--- src/asrb_pkg.sv ---
`default_nettype none
package asrb_pkg;
	localparam int unsigned AW                = 5;
	localparam int unsigned DW                = 8;
	// Register offsets
	localparam logic [4:0]  ADDR_THR_POS      = 5'h10;
	localparam logic [4:0]  ADDR_THR_NEG      = 5'h12;
	localparam logic [4:0]  ADDR_STATUS       = 5'h14;
	localparam logic [4:0]  ADDR_COUNT        = 5'h15;
	localparam logic [4:0]  ADDR_OFFCORR      = 5'h16;
	localparam logic [4:0]  ADDR_RSVD_A       = 5'h1C;
	localparam logic [4:0]  ADDR_RSVD_B       = 5'h1D;
	// Reset values
	localparam logic [7:0]  THR_RESET         = 8'h00;
	localparam logic [7:0]  COUNT_RESET       = 8'h00;
	localparam logic [7:0]  OFFCORR_RESET     = 8'h00;
	localparam logic [7:0]  ZERO_BYTE         = 8'h00;
	localparam logic [1:0]  MODE_OFF          = 2'h0;
	// CRC: generator x^3+x+1, seed all ones
	localparam logic [2:0]  CRC_SEED          = 3'h7;
	localparam logic [2:0]  CRC_POLY          = 3'h3;
	// Timing
	localparam int unsigned CLK_PERIOD_NS     = 50;
	localparam int unsigned TICK_PERIOD_NS    = 128000;
	localparam int unsigned TICK_CYCLES       = TICK_PERIOD_NS / CLK_PERIOD_NS;
	localparam int unsigned PRE_W             = 12;
	localparam logic [11:0] PRE_LAST          = 12'(TICK_CYCLES - 1);

	typedef struct packed {
		logic unused;
		logic internal_data_error_flag;
		logic modulator_overrange_flag;
		logic initializing_flag;
		logic serial_out_mismatch_flag;
		logic zero;
		logic offset;
		logic reset_occurred_flag;
	} asrb_stat_type;

	typedef struct packed {
		logic otp_crc;
		logic int_fault;
		logic modulator_overrange_flag;
		logic serial_out_mismatch_flag;
		logic offset;
	} asrb_fault_type;

	typedef struct packed {
		logic       rd;
		logic       wr;
		logic [4:0] addr;
		logic [7:0] wdata;
	} asrb_acc_type;
endpackage : asrb_pkg
`default_nettype wire

--- src/asrb_crc3.sv ---
`default_nettype none
module asrb_crc3
	import asrb_pkg::*;
(
	// Clock and reset
	input  wire logic        clk_i,
	input  wire logic        rst_n_i,
	input  wire logic        ce_i,
	// Checked data
	input  wire logic        closed_i,
	input  wire logic [15:0] data_i,
	// Sticky mismatch
	output logic             err_o
);
	function automatic logic [2:0] crc3(input logic [15:0] d);
		logic [2:0] c;
		logic       fb;
		c = CRC_SEED;
		for (int i = 15; i >= 0; i--) begin
			fb = c[2] ^ d[i];
			c  = {c[1:0], 1'b0} ^ (fb ? CRC_POLY : 3'h0);
		end
		return c;
	endfunction : crc3

	logic [2:0] ref_q,   ref_d;
	logic       armed_q, armed_d;
	logic       err_q,   err_d;

	// Reference taken as the lock closes; registers cannot change after that
	always_comb begin
		ref_d   = ref_q;
		armed_d = armed_q;
		err_d   = err_q;
		if (closed_i && !armed_q) begin
			ref_d   = crc3(data_i);
			armed_d = 1'b1;
		end
		if (armed_q && (crc3(data_i) != ref_q)) begin
			err_d = 1'b1;
		end
	end

	always_ff @(posedge clk_i or negedge rst_n_i) begin
		if (!rst_n_i) begin
			ref_q   <= CRC_SEED;
			armed_q <= 1'b0;
			err_q   <= 1'b0;
		end else if (ce_i) begin
			ref_q   <= ref_d;
			armed_q <= armed_d;
			err_q   <= err_d;
		end
	end

	assign err_o = err_q;
endmodule : asrb_crc3
`default_nettype wire

--- src/asrb_tick_cnt.sv ---
`default_nettype none
module asrb_tick_cnt
	import asrb_pkg::*;
(
	// Clock and reset
	input  wire logic       clk_i,
	input  wire logic       rst_n_i,
	input  wire logic       ce_i,
	// Count value
	output logic [7:0]      cnt_o
);
	logic [PRE_W-1:0] pre_q, pre_d;
	logic [7:0]       cnt_q, cnt_d;

	always_comb begin
		pre_d = pre_q + 12'h001;
		cnt_d = cnt_q;
		if (pre_q == PRE_LAST) begin
			pre_d = 12'h000;
			cnt_d = cnt_q + 8'h01;
		end
	end

	always_ff @(posedge clk_i or negedge rst_n_i) begin
		if (!rst_n_i) begin
			pre_q <= 12'h000;
			cnt_q <= COUNT_RESET;
		end else if (ce_i) begin
			pre_q <= pre_d;
			cnt_q <= cnt_d;
		end
	end

	assign cnt_o = cnt_q;
endmodule : asrb_tick_cnt
`default_nettype wire

--- src/asrb_top.sv ---
`default_nettype none
// Contract
// RL1 - Threshold writes accepted only before the end-of-init lock closes.
// RL2 - Both thresholds are covered by the writable-register CRC check.
// RL3 - Each threshold is an independent unsigned 8-bit value, one output LSB per count.
// RL4 - A zero threshold disables only its own polarity; the other stays armed.
// RL5 - Both thresholds zero disables arming and its pin regardless of mode.
// RL6 - Status is read-only; a read clears all transient flags.
// RL7 - The unused status bit carries no meaning; the master ignores it.
// RL8 - Internal data error set on CRC or internal fault, cleared by status read.
// RL9 - Persistent faults re-assert the error flag after a clearing read.
// RL10 - Modulator over-range sets its flag; status read clears it.
// RL11 - Initializing flag set from reset release until init completes; reads leave it.
// RL12 - Serial output mismatch sets its flag; status read clears it.
// RL13 - Offset limit reached sets its flag; status read clears it.
// RL14 - Reset-occurred flag set during post-reset init, cleared by status read.
// RL15 - Read-only free-running 8-bit counter stepping every 128 us.
// RL16 - Offset correction readback shows the latest applied step, read-only.
// RL17 - The master writes only zeros to the two reserved registers.
// RL18 - After lock, writable registers are CRC checked; mismatch sets the error flag.
// RL19 - Writes to status, counter and offset readback are ignored.
module asrb_top
	import asrb_pkg::*;
(
	// Clock, reset, enable
	input  wire logic       clk_i,
	input  wire logic       rstn_i,
	input  wire logic       ce_i,
	// Register access port
	input  wire logic       acc_rd_i,
	input  wire logic       acc_wr_i,
	input  wire logic [4:0] acc_addr_i,
	input  wire logic [7:0] acc_wdata_i,
	output logic      [7:0] rdata_o,
	// Neighbouring units
	input  wire logic       init_closed_bit_i,
	input  wire logic       init_done_i,
	input  wire logic [1:0] arm_mode_i,
	input  wire logic       otp_crc_err_i,
	input  wire logic       int_fault_i,
	input  wire logic       modulator_overrange_flag_i,
	input  wire logic       serial_out_mismatch_flag_i,
	input  wire logic       offset_lim_i,
	input  wire logic       offcorr_stb_i,
	input  wire logic [7:0] offcorr_i,
	// Arming controls
	output logic      [7:0] thr_pos_o,
	output logic      [7:0] thr_neg_o,
	output logic            pos_arm_en_o,
	output logic            neg_arm_en_o,
	output logic            arm_pin_en_o,
	output logic      [1:0] arm_mode_o
);
	logic [1:0]     rst_sync_q;
	logic           rst_n;
	asrb_acc_type   acc;
	asrb_fault_type flt;

	// Asynchronous assert, synchronous release
	always_ff @(posedge clk_i or negedge rstn_i) begin
		if (!rstn_i) begin
			rst_sync_q <= 2'b00;
		end else begin
			rst_sync_q <= {rst_sync_q[0], 1'b1};
		end
	end
	assign rst_n = rst_sync_q[1];

	assign acc = '{rd: acc_rd_i, wr: acc_wr_i, addr: acc_addr_i, wdata: acc_wdata_i};
	assign flt = '{otp_crc: otp_crc_err_i, int_fault: int_fault_i, modulator_overrange_flag: modulator_overrange_flag_i,
		serial_out_mismatch_flag: serial_out_mismatch_flag_i, offset: offset_lim_i};

	// Threshold registers and arming controls
	logic [7:0] thr_p_q, thr_p_d;
	logic [7:0] thr_n_q, thr_n_d;
	logic       pos_en_q, pos_en_d;
	logic       neg_en_q, neg_en_d;
	logic       pin_en_q, pin_en_d;
	logic [1:0] mode_q,   mode_d;

	always_comb begin
		thr_p_d = thr_p_q;
		thr_n_d = thr_n_q;
		// Lock is sampled live so a write in the closing cycle is already refused
		if (acc.wr && !init_closed_bit_i) begin // [RL1]
			if (acc.addr == ADDR_THR_POS) begin
				thr_p_d = acc.wdata; // [RL3]
			end
			if (acc.addr == ADDR_THR_NEG) begin
				thr_n_d = acc.wdata; // [RL3]
			end
		end
		pos_en_d = (thr_p_d != ZERO_BYTE); // [RL4]
		neg_en_d = (thr_n_d != ZERO_BYTE); // [RL4]
		pin_en_d = pos_en_d || neg_en_d; // [RL5]
		mode_d   = pin_en_d ? arm_mode_i : MODE_OFF; // [RL5]
	end

	always_ff @(posedge clk_i or negedge rst_n) begin
		if (!rst_n) begin
			thr_p_q  <= THR_RESET;
			thr_n_q  <= THR_RESET;
			pos_en_q <= 1'b0;
			neg_en_q <= 1'b0;
			pin_en_q <= 1'b0;
			mode_q   <= MODE_OFF;
		end else if (ce_i) begin
			thr_p_q  <= thr_p_d;
			thr_n_q  <= thr_n_d;
			pos_en_q <= pos_en_d;
			neg_en_q <= neg_en_d;
			pin_en_q <= pin_en_d;
			mode_q   <= mode_d;
		end
	end

	// Writable-register CRC and oscillator counter
	logic       wcrc_err;
	logic [7:0] count;

	asrb_crc3 u_crc (
		.clk_i    (clk_i),
		.rst_n_i  (rst_n),
		.ce_i     (ce_i),
		.closed_i (init_closed_bit_i),
		.data_i   ({thr_p_q, thr_n_q}), // [RL2]
		.err_o    (wcrc_err)
	);

	asrb_tick_cnt u_cnt (
		.clk_i   (clk_i),
		.rst_n_i (rst_n),
		.ce_i    (ce_i),
		.cnt_o   (count) // [RL15]
	);

	// Status flags; a set in the clearing cycle wins
	asrb_stat_type st_q, st_d;
	logic          st_rd;
	logic [7:0]    offc_q, offc_d;

	assign st_rd = acc.rd && (acc.addr == ADDR_STATUS); // [RL6]

	always_comb begin
		st_d         = st_q;
		st_d.unused  = 1'b0; // [RL7]
		st_d.zero    = 1'b0;
		if (st_rd) begin // [RL6]
			st_d.internal_data_error_flag     = 1'b0;
			st_d.modulator_overrange_flag    = 1'b0;
			st_d.serial_out_mismatch_flag = 1'b0;
			st_d.offset  = 1'b0;
			st_d.reset_occurred_flag  = 1'b0;
		end
		// Level sources re-assert at once, so persistent faults survive the read
		if (wcrc_err || flt.otp_crc || flt.int_fault) begin // [RL8] [RL9] [RL18]
			st_d.internal_data_error_flag = 1'b1;
		end
		if (flt.modulator_overrange_flag) begin // [RL10]
			st_d.modulator_overrange_flag = 1'b1;
		end
		if (flt.serial_out_mismatch_flag) begin // [RL12]
			st_d.serial_out_mismatch_flag = 1'b1;
		end
		if (flt.offset) begin // [RL13]
			st_d.offset = 1'b1;
		end
		if (init_done_i) begin // [RL11]
			st_d.initializing_flag = 1'b0;
		end
		if (st_q.initializing_flag) begin // [RL14]
			st_d.reset_occurred_flag = 1'b1;
		end
		offc_d = offcorr_stb_i ? offcorr_i : offc_q; // [RL16]
	end

	// Writes to status, counter and readback have no path into this state
	always_ff @(posedge clk_i or negedge rst_n) begin // [RL19]
		if (!rst_n) begin
			st_q   <= '{unused: 1'b0, internal_data_error_flag: 1'b0, modulator_overrange_flag: 1'b0, initializing_flag: 1'b1, serial_out_mismatch_flag: 1'b0,
				zero: 1'b0, offset: 1'b0, reset_occurred_flag: 1'b1}; // [RL11] [RL14]
			offc_q <= OFFCORR_RESET;
		end else if (ce_i) begin
			st_q   <= st_d;
			offc_q <= offc_d;
		end
	end

	// Read data, one cycle after the request
	logic [7:0] rdata_q, rdata_d;

	always_comb begin
		rdata_d = rdata_q;
		if (acc.rd) begin
			unique case (acc.addr)
				ADDR_THR_POS: rdata_d = thr_p_q;
				ADDR_THR_NEG: rdata_d = thr_n_q;
				ADDR_STATUS:  rdata_d = st_q; // [RL7]
				ADDR_COUNT:   rdata_d = count;
				ADDR_OFFCORR: rdata_d = offc_q;
				// Reserved and unmapped read zero; nothing is stored for them
				default:      rdata_d = ZERO_BYTE; // [RL17]
			endcase
		end
	end

	always_ff @(posedge clk_i or negedge rst_n) begin
		if (!rst_n) begin
			rdata_q <= ZERO_BYTE;
		end else if (ce_i) begin
			rdata_q <= rdata_d;
		end
	end

	assign rdata_o      = rdata_q;
	assign thr_pos_o    = thr_p_q;
	assign thr_neg_o    = thr_n_q;
	assign pos_arm_en_o = pos_en_q;
	assign neg_arm_en_o = neg_en_q;
	assign arm_pin_en_o = pin_en_q;
	assign arm_mode_o   = mode_q;
endmodule : asrb_top
`default_nettype wire

--- config.mk ---
export PLATFORM = sky130hd
export DESIGN_NAME = asrb_top
export DESIGN_NICKNAME = d
export VERILOG_FILES = /design/src/asrb_pkg.sv /design/src/asrb_crc3.sv /design/src/asrb_tick_cnt.sv /design/src/asrb_top.sv
export SDC_FILE = /design/constraint.sdc
export NUM_CORES = 1
export LEC_CHECK = 0
export ABC_AREA = 1
export BUFFER_PORTS_ARGS = -buffer_cell sky130_fd_sc_hd__buf_2
export CORE_UTILIZATION = 50
export CTS_CLUSTER_DIAMETER = 100
export CTS_CLUSTER_SIZE = 16
export DETAILED_ROUTE_END_ITERATION = 8
export GPL_TIMING_DRIVEN = 1
export PLACE_DENSITY = 0.69
export SYNTH_ARGS = -nofsm -noshare
export SYNTH_HDL_FRONTEND = slang
export SYNTH_SLANG_ARGS = --single-unit
--- constraint.sdc ---
create_clock -name clk_i -period 6.6 [get_ports clk_i]
set_input_delay 1.32 -clock clk_i [delete_from_list [all_inputs] [get_ports clk_i]]
set_output_delay 1.32 -clock clk_i [all_outputs]
set_load 0.03 [all_outputs]
==> out/results.ini <==
[grt]
met1_usage_pct=32.72
use_met3_pct=6.648
grt.busiest_layer=met2
grt_pass1_vias=3015
antenna_found_initial=0
use_met2_pct=38.74
grt_max_degree=69
grtUsageTotal_pct=24.32
grt_first_pass_wirelength_um=14320
grt_overflow_total=0

[logic_synthesis]
synth_fp_nets=501
yosys.area.top_type=dfrtp_1
yosysSeqAreaShare_pct=46.38
synth-seq-cells=70
synth.avg_cell_area_um2=8.185
ys_types=38
yosysMostFrequentCell=nand2_1
async_reset_ff_share_pct=100.0
yosysTopAreaCellShare_pct=42.92
synth_cells=463
synthTopCellsByArea=dfrtp_1, nand2_1, o21ai_0, inv_1, dfstp_2
synth_ff_type=dfrtp_1
synth_area_um2=3790
ys.warnings.count=0
yosys-top-cells-count=nand2_1, dfrtp_1, o21ai_0
synth_edf_count=0

[die]
start_util_pct=51.97
coreArea_um2=7292
die_w_um=89.06
placementRows=31
die_area_um2=7932
die_h_um=89.06
ios=65

[detailed_routing]
ant_nets=0
vias=3341
drt_pass1_iterations=5
viasPerCell=5.295
drt_iter0_drc=260
drc_errors=0
wl_um=8917
wire_per_inst_um=14.13

[critical_path]
start_kind=input pin
cp.arrival_ps=3350
reg2reg_to=u_crc.err_o$_DFFE_PN0P_
end_kind=flop
worst-r2r-setup-slack_ps=4230
path_max_fanout=14
r2r-start=thr_pos_o[4]$_DFFE_PN0P_
critPathKind=input pin to flop
critPathRequiredTime_ps=6840
reg2reg_depth=21

[clock_network]
path_clk_slew_ps=70
numCtsBuffers=9
clock_latency_ps=350
cts_sinks=70
postCtsHoldBufs=0
htreeDepth=3
cts_resized=0
post_cts_buffers=0
cts_tree=built
clock_path_buffers=2
root_buffer=clkbuf_8

[final_layout]
final_nets=566
area_delta_synth_final_pct=15.45
insertedDiodeCount=0
fillers=694
drive_gt1_share_pct=24.06

[placement]
io_buffer_count=64
dp_hpwl_um=6718
preCtsSetupSlack_ps=3233
gp_congestion=0.8744

[sta]
max_freq_ghz=0.3214
tightest_slew_ps=1018
slew_violations=0
fin_ws_ps=3489
period_minus_slack_ps=3111
hold_viol_final=0
fin_skew_ps=8.421
setup_tns_ps=0
rsz0062_at_grt=false
relSlewSlack_pct=32.06
finalCritPeriodShare_pct=47.14
whs_ps=360.6
setup_viol_count_final=0

[worst_hold_path]
hold_depth=0
hold_path_end=rst_sync_q[1]$_DFF_PN0_
min_from=rst_sync_q[0]$_DFF_PN0_
hold_path_class=flop to flop

[pwr]
power_density_nw_per_um2=329.1
leakagePower_nw=2.227
vdd_drop_max_v=0.0001556
power_mw=1.440

[job]
drv_cap=0

[status]
outcome=complete, no violations

==> critical path, stage by stage <==
cell and delay [ps]:
buf_2 100, nor2_1 90, nand2_1 70, nor2_1 260, nand2_1 350, o21ai_0 360
nand4_1 140, o21ai_1 310, nand2_1 130, a22o_1 200
==> worst max path at each step <==
stage                              from                    endpoint  slack, ps  depth (start not counted)
after global placement    acc_addr_i[3]   arm_mode_o[1]$_DFFE_PN0P_       3350                         10
after floorplan           acc_addr_i[3]   arm_mode_o[0]$_DFFE_PN0P_       3710                         10
after global routing               ce_i  u_cnt.pre_q[7]$_DFFE_PN0P_       3300                          6
after CTS                 acc_addr_i[3]   arm_mode_o[0]$_DFFE_PN0P_       3580                         10
after detailed placement  acc_addr_i[3]   arm_mode_o[0]$_DFFE_PN0P_       3230                         10
final                     acc_addr_i[3]   arm_mode_o[0]$_DFFE_PN0P_       3490                         10
==> layer usage <==
metal  vias up  wire length, um
met2       122             4191
li1       1653                -
met4         0              143
met3        13              563
met1      1553             4018
met5         -                0
==> power breakdown <==
group / internal (mW) / switching [mW] / total [mW]
clock network: 0.181 / 0.152 / 0.333
logic: 0.200 / 0.357 / 0.557
registers: 0.488 / 0.0616 / 0.550
total: 0.869 / 0.571 / 1.44
==> final cells by class <==
class / count / area [um2] / share of cell area, %
Sequential cell: 70 / 1759 / 40.21
Clock inverter: 4 / 47.55 / 1.087
Multi-Input combinational cell: 330 / 1775 / 40.58
Timing Repair Buffer: 65 / 327.8 / 7.492
Inverter: 52 / 200.2 / 4.575
Tap cell: 99 / 123.9 / 2.831
Clock buffer: 11 / 141.4 / 3.231
==> registers in the layout, summed over array words and instances (netlist names), 2 cells and up <==
register / flops
rst_sync_q: 2
st_q: 6
u_cnt.cnt_o: 8
thr_pos_o: 8
rdata_o: 8
u_cnt.pre_q: 12
offc_q: 8
arm_mode_o: 2
u_crc.ref_q: 3
thr_neg_o: 8
==> logic make-up (layout without fill, tap and decap cells) <==
| group | Yosys count | in the layout | share of synthesized area (%) |
|---|---|---|---|
| XOR/XNOR | 21 | 21 | 5.612 |
| buffers and inverters | 63 | 132 | 6.768 |
| multiplexers | 10 | 10 | 2.905 |
| AO/OA/AOI/OAI | 84 | 84 | 12.35 |
| flip-flops | 70 | 70 | 46.39 |
| other | 1 | 1 | 0.09895 |
| adder cells (fa/ha/maj) | 2 | 2 | 0.6602 |
| AND/OR/NAND/NOR | 212 | 212 | 25.22 |
==> per-stage QoR <==
step / area, um2 / std cells / util (%)
2_1_floorplan: 3790 / 463 / -
3_5_place_dp: 4187 / 616 / 57.41
3_3_place_gp: 4187 / 616 / 57.41
6_report: 4375 / 631 / 60.00
4_1_cts: 4375 / 631 / 60.00
5_1_grt: 4375 / 631 / 60.00
==> cell usage in the layout (no fill, tap or decap), types with 10 or more instances in the layout <==
cell	instances
clkbuf_8	10
o21ai_0	46
a21oi_1	16
inv_1	43
buf_2	64
nand3_1	21
nor3_1	10
nand2_2	21
nor2_1	23
nand2_1	119
dfrtp_1	64
xnor2_1	10
(Power assumes the default switching activity.)
